==> config.mk <==
export PLATFORM = sky130hd
export DESIGN_NAME = bcs_sequencer
export DESIGN_NICKNAME = d
export VERILOG_FILES = /design/src/bcs_pkg.sv /design/src/bcs_sequencer.sv
export SDC_FILE = /design/constraint.sdc
export NUM_CORES = 1
export LEC_CHECK = 0
export ABC_AREA = 1
export BUFFER_PORTS_ARGS = -buffer_cell sky130_fd_sc_hd__buf_2
export CAP_MARGIN = 20
export CORE_MARGIN = 3
export CORE_UTILIZATION = 55
export DETAILED_ROUTE_END_ITERATION = 10
export GPL_TIMING_DRIVEN = 1
export PLACE_DENSITY = 0.84
export SLEW_MARGIN = 40
export SYNTH_ARGS = -nofsm -noshare
export SYNTH_HDL_FRONTEND = slang
export SYNTH_SLANG_ARGS = --single-unit
==> constraint.sdc <==
create_clock -name ref_clk_i -period 29.4 [get_ports ref_clk_i]
set_input_delay 5.88 -clock ref_clk_i [delete_from_list [all_inputs] [get_ports ref_clk_i]]
set_output_delay 5.88 -clock ref_clk_i [all_outputs]
set_load 0.01 [all_outputs]
==> src/bcs_pkg.sv <==
package bcs_pkg;

  // timing base
  localparam int unsigned CLK_PERIOD_PS = 5000;
  localparam int unsigned MS_PERIOD_PS  = 1000000000;
  localparam int unsigned CYC_PER_MS    = MS_PERIOD_PS / CLK_PERIOD_PS;

  // timing limits in ms
  localparam logic [15:0] LONG_MIN_MS   = 16'd200;
  localparam logic [15:0] LONG_DEF_MS   = 16'd500;
  localparam logic [15:0] DELAY_MAX_MS  = 16'd20000;
  localparam logic [15:0] DELAY_DEF_MS  = 16'd0;

  // debounce choices in ms, selected by a 3-bit code
  localparam logic [7:0] DEB_MS_0 = 8'd10;
  localparam logic [7:0] DEB_MS_1 = 8'd20;
  localparam logic [7:0] DEB_MS_2 = 8'd30;
  localparam logic [7:0] DEB_MS_3 = 8'd40;
  localparam logic [7:0] DEB_MS_4 = 8'd50;
  localparam logic [7:0] DEB_MS_5 = 8'd70;
  localparam logic [7:0] DEB_MS_6 = 8'd100;
  localparam logic [7:0] DEB_MS_7 = 8'd150;
  localparam logic [2:0] DEB_SEL_DEF = 3'd4;

  localparam int unsigned NUM_SLOTS = 4;
  localparam logic [2:0] COUNT_MIN = 3'd2;
  localparam logic [2:0] COUNT_MAX = 3'd4;
  localparam logic [2:0] COUNT_DEF = 3'd3;

  localparam logic [7:0] PCT_FULL  = 8'd100;
  localparam logic [7:0] BYTE_FULL = 8'hff;
  localparam logic [7:0] HVAC_MAX  = 8'd4;

  typedef enum logic [1:0] {
    BCS_TYPE_BIT,
    BCS_TYPE_U8,
    BCS_TYPE_PCT,
    BCS_TYPE_HVAC
  } bcs_type_t;

  typedef struct packed {
    logic                  enable;
    logic                  contact_nc;
    logic                  long_en;
    logic                  single_obj;
    logic [2:0]            value_count;
    bcs_type_t             shared_type;
    logic [2:0]            debounce_sel;
    logic [15:0]           long_ms;
    logic [15:0]           delay_ms;
    logic [3:0]            slot_en;
    bcs_type_t [3:0]       slot_type;
    logic [3:0][7:0]       value_short;
    logic [3:0][7:0]       value_long;
  } bcs_cfg_t;

  typedef struct packed {
    logic [1:0] slot;
    bcs_type_t  dtype;
    logic       is_long;
    logic [7:0] data;
  } bcs_cmd_t;

endpackage

==> src/bcs_sequencer.sv <==
// Overview of operation
// - up to four command slots, each a bit, unsigned byte, percentage or HVAC mode.
// - each qualified press advances to next enabled slot, first to fourth, emitting it.
// - a config bit marks contact normally closed or open; polarity inverted accordingly.
// - with short/long distinction, react only after the press is classified.
// - press held at least threshold (200 ms to 65.535 s, default 500 ms) is long.
// - programmable delay between successive commands, zero to 20 s, default zero.
// - mode bit selects one shared object or a separate object per step.
// - in multiple-object mode each slot has its own enable bit.
// - per-slot data type: bit, unsigned byte, percentage or HVAC mode encoding.
// - multiple-object mode with distinction: per-slot long value sent on long press.
// - single-object mode cycles 2, 3 or 4 values, default 3, one shared type.
// - single-object mode with distinction: each value has a long-press alternative.
// - contact debounced with 10 to 150 ms selectable time, default 50 ms.
// - channel function none emits nothing; the input is still debounced and shown on pressed_o.
`timescale 1ns/10ps
`default_nettype none
module bcs_sequencer
  import bcs_pkg::*;
#(
  parameter int unsigned TICK_CYCLES = CYC_PER_MS
) (
  input  wire logic             ref_clk_i,
  input  wire logic             reset_i,
  input  wire logic             contact_i,
  input  wire bcs_pkg::bcs_cfg_t cfg_i,
  input  wire logic             cmd_ready_i,
  output logic                  cmd_valid_o,
  output bcs_pkg::bcs_cmd_t     cmd_o,
  output logic                  pressed_o,
  output logic                  busy_o
);
  import bcs_pkg::*;

  typedef enum logic [2:0] {
    ST_IDLE,
    ST_HOLD,
    ST_WAIT_REL,
    ST_SEND,
    ST_DELAY
  } bcs_state_t;

  function automatic logic [7:0] deb_time(input logic [2:0] sel);
    case (sel)
      3'd0:    deb_time = DEB_MS_0;
      3'd1:    deb_time = DEB_MS_1;
      3'd2:    deb_time = DEB_MS_2;
      3'd3:    deb_time = DEB_MS_3;
      3'd4:    deb_time = DEB_MS_4;
      3'd5:    deb_time = DEB_MS_5;
      3'd6:    deb_time = DEB_MS_6;
      default: deb_time = DEB_MS_7;
    endcase
  endfunction

  // formats a raw configured value into the wire encoding of its type
  function automatic logic [7:0] encode(input bcs_type_t t, input logic [7:0] v);
    logic [7:0]  pct;
    logic [15:0] scaled;
    pct    = (v > PCT_FULL) ? PCT_FULL : v;
    scaled = 16'(pct) * 16'(BYTE_FULL) + 16'(PCT_FULL / 8'd2);
    case (t)
      BCS_TYPE_BIT:  encode = {7'd0, v[0]};
      BCS_TYPE_U8:   encode = v;
      BCS_TYPE_PCT:  encode = 8'(scaled / 16'(PCT_FULL));
      BCS_TYPE_HVAC: encode = (v > HVAC_MAX) ? HVAC_MAX : v;
      default:       encode = v;
    endcase
  endfunction

  // next step after last; fresh means nothing emitted yet; bit 2 set when one exists
  function automatic logic [2:0] next_step(input logic [1:0] last, input logic fresh,
                                           input logic single, input logic [2:0] count,
                                           input logic [3:0] en);
    logic [2:0] n;
    logic [1:0] cand;
    logic       found;
    n     = (count < COUNT_MIN) ? COUNT_MIN : ((count > COUNT_MAX) ? COUNT_MAX : count);
    found = 1'b0;
    cand  = 2'd0;
    if (single) begin
      found = 1'b1;
      cand  = (fresh || ({1'b0, last} >= n - 3'd1)) ? 2'd0 : last + 2'd1;
    end else begin
      for (int k = 1; k <= NUM_SLOTS; k++) begin
        logic [1:0] probe;
        probe = fresh ? 2'(k - 1) : last + 2'(k);
        if (!found && en[probe]) begin
          found = 1'b1;
          cand  = probe;
        end
      end
    end
    next_step = {found, cand};
  endfunction

  // input synchroniser, then polarity, then debounce
  logic       sync1_q;
  logic       sync2_q;
  logic       stable_q;
  logic       stable_prev_q;
  logic [7:0] deb_cnt_q;
  logic [7:0] deb_cnt_d;
  logic       stable_d;
  logic       raw_pressed;

  // 1 ms tick from the reference clock
  logic [31:0] pre_q;
  logic        tick;
  logic        pre_restart;

  bcs_state_t  state_q;
  bcs_state_t  state_d;
  logic [15:0] ms_q;
  logic [1:0]  last_q;
  logic        fresh_q;
  bcs_cmd_t    cmd_q;

  assign raw_pressed = cfg_i.contact_nc ? ~sync2_q : sync2_q;
  assign tick        = (pre_q == TICK_CYCLES - 1);

  always_ff @(posedge ref_clk_i or posedge reset_i) begin
    if (reset_i) begin
      sync1_q <= 1'b0;
      sync2_q <= 1'b0;
    end else begin
      sync1_q <= contact_i;
      sync2_q <= sync1_q;
    end
  end

  always_ff @(posedge ref_clk_i or posedge reset_i) begin
    if (reset_i) begin
      pre_q <= 32'd0;
    end else if (pre_restart || tick) begin
      pre_q <= 32'd0;
    end else begin
      pre_q <= pre_q + 32'd1;
    end
  end

  // level must hold unchanged for the whole debounce time; any bounce restarts it
  always_comb begin
    stable_d  = stable_q;
    deb_cnt_d = deb_cnt_q;
    if (raw_pressed == stable_q) begin
      deb_cnt_d = 8'd0;
    end else if (tick) begin
      if (deb_cnt_q + 8'd1 >= deb_time(cfg_i.debounce_sel)) begin
        stable_d  = raw_pressed;
        deb_cnt_d = 8'd0;
      end else begin
        deb_cnt_d = deb_cnt_q + 8'd1;
      end
    end
  end

  always_ff @(posedge ref_clk_i or posedge reset_i) begin
    if (reset_i) begin
      stable_q      <= 1'b0;
      stable_prev_q <= 1'b0;
      deb_cnt_q     <= 8'd0;
    end else begin
      stable_q      <= stable_d;
      stable_prev_q <= stable_q;
      deb_cnt_q     <= deb_cnt_d;
    end
  end

  wire        press_evt   = stable_q & ~stable_prev_q;
  wire        release_evt = ~stable_q & stable_prev_q;
  wire [15:0] long_lim    = (cfg_i.long_ms < LONG_MIN_MS) ? LONG_MIN_MS : cfg_i.long_ms;
  wire [15:0] delay_lim   = (cfg_i.delay_ms > DELAY_MAX_MS) ? DELAY_MAX_MS : cfg_i.delay_ms;
  wire        long_hit    = tick && (ms_q + 16'd1 >= long_lim);
  wire        delay_done  = (ms_q >= delay_lim);
  wire [2:0]  nxt         = next_step(last_q, fresh_q, cfg_i.single_obj,
                                      cfg_i.value_count, cfg_i.slot_en);
  wire        have_step   = nxt[2];
  wire [1:0]  step        = nxt[1:0];

  // single mode uses one shared type; multi mode takes the slot's own type
  wire bcs_type_t step_type = cfg_i.single_obj ? cfg_i.shared_type
                                               : cfg_i.slot_type[step];

  // the emission decision: classified short or long, or unclassified when distinction is off
  logic emit;
  logic emit_long;

  always_comb begin
    state_d     = state_q;
    emit        = 1'b0;
    emit_long   = 1'b0;
    pre_restart = 1'b0;
    case (state_q)
      ST_IDLE: begin
        if (press_evt) begin
          if (cfg_i.long_en) begin
            state_d     = ST_HOLD;
            pre_restart = 1'b1;
          end else begin
            emit = 1'b1;
          end
        end
      end
      ST_HOLD: begin
        if (release_evt) begin
          emit = 1'b1;
        end else if (long_hit) begin
          emit      = 1'b1;
          emit_long = 1'b1;
        end
      end
      ST_WAIT_REL: begin
        if (!stable_q) begin
          state_d = ST_IDLE;
        end
      end
      ST_SEND: begin
        if (cmd_ready_i) begin
          state_d     = ST_DELAY;
          pre_restart = 1'b1;
        end
      end
      ST_DELAY: begin
        // presses here are dropped so the sequence spacing stays intact
        if (delay_done) begin
          state_d = ST_WAIT_REL;
        end
      end
      default: state_d = ST_IDLE;
    endcase
    if (emit) begin
      state_d = have_step ? ST_SEND : ST_WAIT_REL;
    end
    if (!cfg_i.enable) begin
      state_d = ST_IDLE;
      emit    = 1'b0;
    end
  end

  always_ff @(posedge ref_clk_i or posedge reset_i) begin
    if (reset_i) begin
      state_q <= ST_IDLE;
      ms_q    <= 16'd0;
      last_q  <= 2'd0;
      fresh_q <= 1'b1;
      cmd_q   <= '0;
    end else begin
      state_q <= state_d;
      if (state_d != state_q) begin
        ms_q <= 16'd0;
      end else if (tick && ms_q != 16'hffff) begin
        ms_q <= ms_q + 16'd1;
      end
      if (emit && have_step) begin
        last_q        <= step;
        fresh_q       <= 1'b0;
        cmd_q.slot    <= step;
        cmd_q.dtype   <= step_type;
        cmd_q.is_long <= emit_long;
        cmd_q.data    <= encode(step_type, emit_long ? cfg_i.value_long[step]
                                                     : cfg_i.value_short[step]);
      end
    end
  end

  assign cmd_valid_o = (state_q == ST_SEND);
  assign cmd_o       = cmd_q;
  assign pressed_o   = stable_q;
  assign busy_o      = (state_q == ST_SEND) || (state_q == ST_DELAY);

endmodule
`default_nettype wire

======== Word level (Yosys, flattened, before mapping) ========
Cells that the tools add are included.
word-level totals
  register bits ........................... 77
  bits in latches ......................... 0
  RAM bits ................................ 0
  memory bits (read-only) ................. 0
  logic and storage cells ................. 151
  memories kept ........................... 0
operators by class
  add/subtract/negate cells ............... 8
  multipliers ............................. 1
  divide/modulo/power cells ............... 1
  $lt $le $gt $ge ......................... 15
  equal/unequal tests ..................... 17
  shifts and indexed selects .............. 0
  mux-type cells .......................... 72
  bitwise gates (word level) .............. 6
  reductions and logical operators ........ 18
operator list
  kind                                                         count
  two-way mux 8 bit                                            10
  two-way mux 16 bit                                           4
  one-hot mux 8 bit (7 select lines)                           1
  adder 32 x 1 -> 32 bit, second input constant                1
  binary-select mux 8 bit (select 2 bit)                       2
  equality test 32 x 18 -> 1 bit, second input constant        1
  >= comparator 16 bit                                         2
  two-way mux 32 bit                                           1
  one-hot mux 8 bit (4 select lines)                           1
  two-way mux 3 bit                                            9
  two-way mux 1 bit                                            24
  two-way mux 2 bit                                            12
  adder 16 x 1 -> 16 bit, second input constant                1
  adder 16 x 6 -> 16 bit, second input constant                1
  divider 16 x 7 -> 16 bit, second input constant              1
  > comparator 16 x 15 -> 1 bit, second input constant         1
  less-than comparator 16 x 8 -> 1 bit, second input constant  1
  multiplier 8 x 8 -> 16 bit, second input constant            1
  != test 16 bit, second input constant                        1
  less-than comparator 2 x 3 -> 1 bit, second input constant   5
  one-hot mux 3 bit (5 select lines)                           1
  equality test 3 x 2 -> 1 bit, second input constant          4
  equality test 3 bit, second input constant                   4
  adder 8 x 1 -> 8 bit, second input constant                  1
  other kinds (26)                                             48

======== Logic depth before layout (Yosys ltp) ========
Gate-level depths: netlist (run 1).
  depth in word-level cells ............... 27
  gate-level depth with buffers ........... 113
  depth with buffers taken out ............ 110

======== Worst setup path before layout (run 1) ========
No wires, ideal clock.
  path type ............................... input to register
  start ................................... in cfg_i[102] (netlist bit)
  end ..................................... reg cmd_q (netlist bit cmd_o[0])
  setup time .............................. 0.122 ns
  data arrival time ....................... 18.161 ns
  slack ................................... 11.117 ns
  stages .................................. 96
  cells stage by stage .................... nor4_1 -> nand2_1 -> nor2_1 -> inv_1 -> nand2_1 -> ha_1 -> a21oi_1 -> o21ai_0 -> nand2_1 -> a21boi_0 -> o211ai_1 -> nand2_1 -> a21oi_1 -> nor2_1 -> a211oi_1 -> o221ai_1 -> nand2_1 -> inv_1 -> [... 60 more ...] -> buf_6 -> nand2_2 -> nand2_1 -> nor2_2 -> nand3_2 -> buf_6 -> nand2_2 -> nand3_2 -> o21ai_2 -> nand2_2 -> nor2_2 -> nor2_1 -> nor2_1 -> nand3_1 -> nand2_1 -> nand2_1 -> nand2_1 -> a21oi_2
between the ends
  cells in the longest elaborated chain, start to end .. 14
  elaborated cells between the ends (all ways) .. 20
  those cells by class .................... add/sub: 1; mul: 1; div: 1; order compare: 4; mux: 11; reduce/logical: 2
RTL lines
  what                                  line                  source
  start: declaration                    bcs_sequencer.sv:26   input wire bcs_pkg::bcs_cfg_t cfg_i,
  less-than comparator 16 x 8 -> 1 bit  bcs_sequencer.sv:172  wire [15:0] long_lim = (cfg_i.long_ms < LONG_MIN_MS) ? LONG_MIN_MS : cfg_i.long_ms;
  two-way mux 16 bit (*)                bcs_sequencer.sv:172
  >= comparator 16 bit (*)              bcs_sequencer.sv:174  wire long_hit = tick && (ms_q + 16'd1 >= long_lim);
  logical AND 1 bit (*)                 bcs_sequencer.sv:174
  two-way mux 1 bit (*)                 bcs_sequencer.sv:208  end else if (long_hit) begin
  two-way mux 1 bit                     bcs_sequencer.sv:206  if (release_evt) begin
  two-way mux 1 bit                     bcs_sequencer.sv:194  case (state_q)
  two-way mux 8 bit                     bcs_sequencer.sv:261  cmd_q.data <= encode(step_type, emit_long ? cfg_i.value_long[step]
  > comparator 8 x 7 -> 1 bit           bcs_sequencer.sv:60   pct = (v > PCT_FULL) ? PCT_FULL : v;
  two-way mux 8 bit                     bcs_sequencer.sv:60
  multiplier 8 x 8 -> 16 bit            bcs_sequencer.sv:61   scaled = 16'(pct) * 16'(BYTE_FULL) + 16'(PCT_FULL / 8'd2);
  adder 16 x 6 -> 16 bit                bcs_sequencer.sv:61
  divider 16 x 7 -> 16 bit              bcs_sequencer.sv:65   BCS_TYPE_PCT: encode = 8'(scaled / 16'(PCT_FULL));
  one-hot mux 8 bit (4 select lines)    bcs_sequencer.sv:62   case (t)
  end: declaration                      bcs_sequencer.sv:117  bcs_cmd_t cmd_q;
Every way passes the cells marked *; elsewhere a longest branch is shown, timed or not.
A chain may end at the register's enable or synchronous reset.

======== Worst setup path in the final report (run 1) ========
  start ................................... in cfg_i[106] (netlist bit)
  end ..................................... reg cmd_q (netlist bit cmd_o[0])
The elaborated chain is that of the path after synthesis.

==> impl_metrics.toml, run 1 <==
[yosys]
synthDistinctLibCells = 61
syn-cell-area_mm2 = 0.0111
post_synth_inst_count = 1729
synth-seq-area-share_pct = 17.4
postSynth.topFlopCell = "sky130_fd_sc_hd__dfrtp_1"
ys_seq_elements = 77
post_synth.cell_area_avg_um2 = 6.39
synth-warning-count = 0
edff_count_synth = 0
synthArstFlopShare_pct = 100

[clock_network]
ctsHtreeMaxLevel = 3
clock_tree.root_cell = "sky130_fd_sc_hd__clkbuf_16"
cts_setup_buffers = 0
insertion_delay_to_the_later_sink_of_the_worst_skew_pair_ns = 0.34
cts.reportedPaths.clkPinSlew_ns = 0.06
cts_tree = "yes"
cts_made_buffers = 9
clockBufferDepth = 2
number_of_hold_repair_buffers_added_at_the_cts_stage = 0
clock_sinks = 77
cts_repair_resize_count = 0

[global_route]
pin_count_of_the_biggest_net_entering_global_routing = 78
grt_antenna_before_repair = 0
grtUsageTotal_pct = 26.3
gr-total-overflow = 0
grt_pass1_wl_um = 48800
grt_pass1_vias = 10684

[detailed_routing]
via_per_inst = 5.32
totalWireLength_um = 28800
firstDrtPassIters = 6
route.antenna.remaining_nets = 0
first_iter_violations = 747
drt-wirelength-per-cell_um = 13.5
remaining_drc_errors = 0
dr_total_vias = 11347

[timing]
relative_slew_slack_pct = 47.3
fin_tns_setup_ns = 0
grt_setup_unrepaired = "no"
timing.final.hold_violations = 0
finalCritPeriodShare_pct = 69.4
timing_worst_slew_pin_value_ns = 0.784
achievable_frequency_mhz = 49.0
fin_crit_ns = 20.40
slew_viol_final = 0
fin_skew_ns = 0.00945
setup_viol = 0

[place]
placedInstanceArea_mm2 = 0.0120
port_buffer_count = 139
half_perimeter_wire_length_after_placement_um = 23900
gp_congestion = 0.948

[critical_path]
library_cell_appearing_most_often_on_the_critical_path = "sky130_fd_sc_hd__nand2_1"
crit_slowest_cell = "sky130_fd_sc_hd__fa_1"
critical_path_type = "in2reg"
critPathLaunchType = "primary input"
worst_path_largest_cell_delay_ns = 0.58
critPathMaxFanout = 41
critical_path.endpoint_type = "flop"
worstPathArrival_ns = 20.63
worst_ep_required_time_ns = 29.63

[run_status]
run_status = "completed"

[die]
dieWidth_um = 148
core.rowCount = 51
vert_die_dim_um = 148
io_pins = 140
initial_core_util_pct = 56.4
die-area_mm2 = 0.0218
floorplan.core_area_mm2 = 0.0196

[final_layout]
stdcell_area_mm2 = 0.0123
area_delta_synth_final_pct = 11.5
multiInputGateArea_mm2 = 0.00790
area.sequential_mm2 = 0.00193
final_nets = 2098
antenna_cells = 0
num-fill-cells = 1804
final_layout_size_suffix_gt1_share_pct = 14.3

[job]
cap_viol_max_count = 0

[worst_hold_path]
timing.hold.worst.class = "reg2reg"
[flip-flops by register name, indices dropped and copies added (netlist names), 3 cells and up]
signal	count
ms_q	16
pre_q	32
deb_cnt_q	8
state_q	3
cmd_o	13
[layer usage]
layer	routed length (um)	track usage, %	share of wire (%)	up-vias
li1	-	-	-	5853
met1	12200	33.5	42	5165
met2	14400	47.1	50	279
met3	1450	2.85	5.0	50
met4	782	8.06	2.7	0
met5	0	0	0	-
[placed cells by master (no fill, tap or decap), types with 4 or more instances in the layout]
| master | netlist | final |
|---|---|---|
| sky130_fd_sc_hd__nand2_1 | 441 | 440 |
| sky130_fd_sc_hd__inv_1 | 284 | 283 |
| sky130_fd_sc_hd__nor2_1 | 163 | 163 |
| sky130_fd_sc_hd__buf_2 | 0 | 139 |
| sky130_fd_sc_hd__nand3_1 | 117 | 117 |
| sky130_fd_sc_hd__ha_1 | 82 | 82 |
| sky130_fd_sc_hd__a21oi_1 | 79 | 79 |
| sky130_fd_sc_hd__dfrtp_1 | 76 | 76 |
| sky130_fd_sc_hd__o21ai_0 | 75 | 75 |
| sky130_fd_sc_hd__nand4_1 | 46 | 46 |
| sky130_fd_sc_hd__xor2_1 | 45 | 44 |
| sky130_fd_sc_hd__nand2_2 | 34 | 35 |
| sky130_fd_sc_hd__fa_1 | 31 | 31 |
| sky130_fd_sc_hd__nor3_1 | 28 | 28 |
| sky130_fd_sc_hd__nor3b_1 | 18 | 18 |
| sky130_fd_sc_hd__nor4_1 | 17 | 17 |
| sky130_fd_sc_hd__xnor2_1 | 15 | 15 |
| sky130_fd_sc_hd__nand3_2 | 13 | 13 |
| sky130_fd_sc_hd__nor2_2 | 13 | 13 |
| sky130_fd_sc_hd__o211ai_1 | 12 | 12 |
| sky130_fd_sc_hd__nand3b_1 | 11 | 11 |
| sky130_fd_sc_hd__inv_2 | 10 | 10 |
| sky130_fd_sc_hd__clkbuf_16 | 0 | 9 |
| sky130_fd_sc_hd__o21a_1 | 8 | 8 |
| sky130_fd_sc_hd__nand3_4 | 7 | 7 |
| sky130_fd_sc_hd__conb_1 | 2 | 7 |
| sky130_fd_sc_hd__a31oi_1 | 5 | 5 |
| sky130_fd_sc_hd__o21ai_1 | 5 | 5 |
| sky130_fd_sc_hd__a21boi_0 | 4 | 4 |
| sky130_fd_sc_hd__a32oi_1 | 4 | 4 |
| sky130_fd_sc_hd__o22ai_1 | 4 | 4 |
| sky130_fd_sc_hd__nor2_4 | 4 | 4 |
| sky130_fd_sc_hd__nand2_4 | 4 | 4 |
| sky130_fd_sc_hd__o21ai_2 | 4 | 4 |
| sky130_fd_sc_hd__or2_2 | 4 | 4 |
[stage by stage]
stage               hold slack, ns  worst slack, ns  instances  utilization [%]
floorplan                    0.331            11.12       1734                -
global placement             0.334             9.02       2115             61.2
detailed placement           0.337             8.82       2115             61.3
CTS                          0.352             9.16       2131             63.0
global route                 0.369             7.32       2131             63.0
finish                       0.348             9.00       2131             63.0
[synth_stat cells (5+ instances only)]
cell type / instances / share of area, %
sky130_fd_sc_hd__o21ai_0: 75 / 3.4
sky130_fd_sc_hd__dfrtp_1: 76 / 17
sky130_fd_sc_hd__o21ai_1: 5 / 0.23
sky130_fd_sc_hd__fa_1: 31 / 5.6
sky130_fd_sc_hd__nand3_4: 7 / 1.1
sky130_fd_sc_hd__xor2_1: 45 / 3.6
sky130_fd_sc_hd__nor3_1: 28 / 1.3
sky130_fd_sc_hd__nor2_2: 13 / 0.74
sky130_fd_sc_hd__o211ai_1: 12 / 0.81
sky130_fd_sc_hd__inv_1: 284 / 9.6
sky130_fd_sc_hd__buf_6: 5 / 0.51
sky130_fd_sc_hd__a21oi_1: 79 / 3.6
sky130_fd_sc_hd__a31oi_1: 5 / 0.28
sky130_fd_sc_hd__clkbuf_1: 18 / 0.61
sky130_fd_sc_hd__nand3b_1: 11 / 0.75
sky130_fd_sc_hd__nor3b_1: 18 / 1.2
sky130_fd_sc_hd__xnor2_1: 15 / 1.2
sky130_fd_sc_hd__nand2_2: 34 / 1.9
sky130_fd_sc_hd__o21a_1: 8 / 0.54
sky130_fd_sc_hd__nand4_1: 46 / 2.6
sky130_fd_sc_hd__inv_2: 10 / 0.34
sky130_fd_sc_hd__nor4_1: 17 / 0.96
sky130_fd_sc_hd__nand2_1: 441 / 15
sky130_fd_sc_hd__nand3_2: 13 / 1.2
sky130_fd_sc_hd__ha_1: 82 / 9.3
sky130_fd_sc_hd__nor2_1: 163 / 5.5
sky130_fd_sc_hd__nand3_1: 117 / 5.3
[cell type report]
class	instances	share of cell area, %
multi-input combinational	1333	64.1
sequential	77	15.6
inverter	297	9.05
timing repair buffer	143	5.91
tap	265	2.69
clock buffer	9	1.83
clock inverter	7	0.801
[cells by family after synthesis]
group | share of synthesized area, %
XOR/XNOR | 4.75
flip-flops | 17.4
AND/OR/NAND/NOR | 39.3
adder cells (fa/ha/maj) | 14.9
AO/OA/AOI/OAI | 12.0
other | 0.0679
buffers and inverters | 11.3
multiplexers | 0.181
[path summary, 6_finish.rpt]
check | start | to | slack, ns | cells past startpoint
setup / recovery | cfg_i[106] | cmd_o[0] | 9.00 | 97
hold / removal | sync1_q | sync2_q | 0.35 | 0
setup reg to reg | ms_q[0] | cmd_o[0] | 14.53 | 87
hold reg to reg | sync1_q | sync2_q | 0.35 | 0
max in group asynchronous | reset_i | pre_q[23] | 23.18 | 3
min in group asynchronous | reset_i | ms_q[12] | 5.67 | 3
[worst max-delay path: cells and delay by family]
kind | cells | cell delay, ns
AOI/OAI and AO/OA | 14 | 2.44
buffers and inverters | 10 | 1.17
adders and majority gates | 6 | 2.71
and+or+nand+nor | 67 | 8.41
Power of run 1 is left out: the tool's default activity adds up to more than one toggle a clock period on the data nets, which glitch-free logic cannot reach.
==> run 2: changes to the inputs <==
==> constraint.sdc (replaced) <==
create_clock -name ref_clk_i -period 18.95 [get_ports ref_clk_i]
set_input_delay 3.79 -clock ref_clk_i [delete_from_list [all_inputs] [get_ports ref_clk_i]]
set_output_delay 3.79 -clock ref_clk_i [all_outputs]
set_load 0.01 [all_outputs]
==> impl_metrics.toml, run 2 (same netlist as run 1, synthesis figures left out) <==
[timing]
slew_viol_final = 0
timing.final.hold_violations = 0
fin_crit_ns = 17.78
achievable_frequency_mhz = 56.2
worst_hold_slack_ns = 0.357
fin_skew_ns = 0.00718
timing_worst_slew_pin_value_ns = 0.723
finalCritPeriodShare_pct = 93.8
setup_viol = 0
relative_slew_slack_pct = 51.6

[clock_network]
insertion_delay_to_the_later_sink_of_the_worst_skew_pair_ns = 0.34
clockBufferDepth = 2
cts_tree = "yes"
clock_tree.root_cell = "sky130_fd_sc_hd__clkbuf_16"
number_of_hold_repair_buffers_added_at_the_cts_stage = 0
cts.reportedPaths.clkPinSlew_ns = 0.06
cts_made_buffers = 9
clock_sinks = 77
ctsHtreeMaxLevel = 3

[global_route]
global_route.peak_usage_layer = "met2"
grt.met2_usage_pct = 48.5
gr-total-overflow = 0
grtUsageTotal_pct = 26.6
grt_util_met3_pct = 2.39
grt_pass1_vias = 11006
grt_pass1_wl_um = 49400
met1_track_utilization_from_global_routing_pct = 33.2
grt_antenna_before_repair = 0
pin_count_of_the_biggest_net_entering_global_routing = 78

[die]
die-area_mm2 = 0.0218
vert_die_dim_um = 148
floorplan.core_area_mm2 = 0.0196
initial_core_util_pct = 56.4
io_pins = 140
core.rowCount = 51
dieWidth_um = 148

[final_layout]
num-fill-cells = 1813
final_nets = 2116
largest_reg_flops = 32
mostFrequentLayoutCell = "sky130_fd_sc_hd__nand2_1"
final_layout_size_suffix_gt1_share_pct = 15.9
area_delta_synth_final_pct = 13.4
max_flop_register = "pre_q"
antenna_cells = 0
layout_common_cells = "sky130_fd_sc_hd__nand2_1 (439), sky130_fd_sc_hd__inv_1 (282), sky130_fd_sc_hd__nor2_1 (152)"

[detailed_routing]
firstDrtPassIters = 6
dr_total_vias = 11573
remaining_drc_errors = 0
via_per_inst = 5.39
route.antenna.remaining_nets = 0
totalWireLength_um = 29600
drt-wirelength-per-cell_um = 13.8
first_iter_violations = 887

[critical_path]
critPathLaunchType = "primary input"
critical_path.endpoint_type = "flop"
crit_slowest_cell = "sky130_fd_sc_hd__fa_1"
library_cell_appearing_most_often_on_the_critical_path = "sky130_fd_sc_hd__nand2_1"
r2r_cells = 87
worst_ep_required_time_ns = 19.17
worst_path_largest_cell_delay_ns = 0.57
critical_path_type = "in2reg"
worstPathArrival_ns = 18.01
critPathMaxFanout = 41

[worst_hold_path]
timing.hold.worst.class = "reg2reg"
min_path_cells = 0

[run_status]
run_status = "completed"

[place]
port_buffer_count = 139
half_perimeter_wire_length_after_placement_um = 23900
gp_congestion = 0.912

[job]
cap_viol_max_count = 0
==> run 2: cell types whose count changed in the layout (fill, tap and decap cells not counted), moves of 2 or more <==
cell	previous run	this run
sky130_fd_sc_hd__buf_4	3	18
sky130_fd_sc_hd__nor2_1	163	152
sky130_fd_sc_hd__nor2_2	13	19
sky130_fd_sc_hd__nor2_4	4	10
sky130_fd_sc_hd__nand3_4	7	9
sky130_fd_sc_hd__nor4_1	17	15
sky130_fd_sc_hd__nor4_2	0	2
==> run 2: critical path, delay by kind of cell <==
kind	cells	cell delay [ns]
buffers and inverters	11	1.14
AO/OA/AOI/OAI	15	2.27
adder cells (fa/ha/maj)	6	2.75
AND/OR/NAND/NOR	66	7.99
==> run 2: per-stage QoR <==
step	area, um^2	setup TNS, ns	instances	util, %	worst slack, ns
3_5_place_dp	12000	0	2117	61.4	0.410
2_1_floorplan	11100	0	1734	-	2.76
6_report	12500	0	2149	64.0	1.17
5_1_grt	12500	-0.125	2149	64.0	-0.125
4_1_cts	12300	0	2133	62.9	0.704
3_3_place_gp	12000	0	2117	61.3	0.620
==> run 2: final cells by class <==
class	instances	area [um^2]	share of cell area (%)
Clock inverter	6	63.8	0.509
Tap cell	265	332	2.65
Multi-Input combinational cell	1335	8000	63.9
Sequential cell	77	1930	15.4
Inverter	297	1120	8.90
Clock buffer	10	229	1.83
Timing Repair Buffer	159	862	6.88
==> run 2: path summary, 6_finish.rpt <==
check | startpoint | to | slack [ns]
max in group asynchronous | reset_i | pre_q[29] | 14.82
worst min register to register | sync1_q | sync2_q | 0.36
worst min-delay path | sync1_q | sync2_q | 0.36
worst max register to register | ms_q[0] | cmd_o[0] | 4.31
worst max-delay path | cfg_i[106] | cmd_o[0] | 1.17
min in group asynchronous | reset_i | deb_cnt_q[3] | 3.64
==> run 2: routing by layer <==
| metal | wire, um | vias up |
|---|---|---|
| met1 | 12400 | 5303 |
| met2 | 14800 | 305 |
| met3 | 1420 | 56 |
| met4 | 854 | 0 |
| met5 | 0 | - |
| li1 | - | 5909 |
==> run 2: what timing repair did <==
item / CTS / global route
setup endpoints to repair: 0 / 2
resized for setup: 0 / 26
buffers inserted: 0 / 14
Power of run 2 is left out for the same reason.
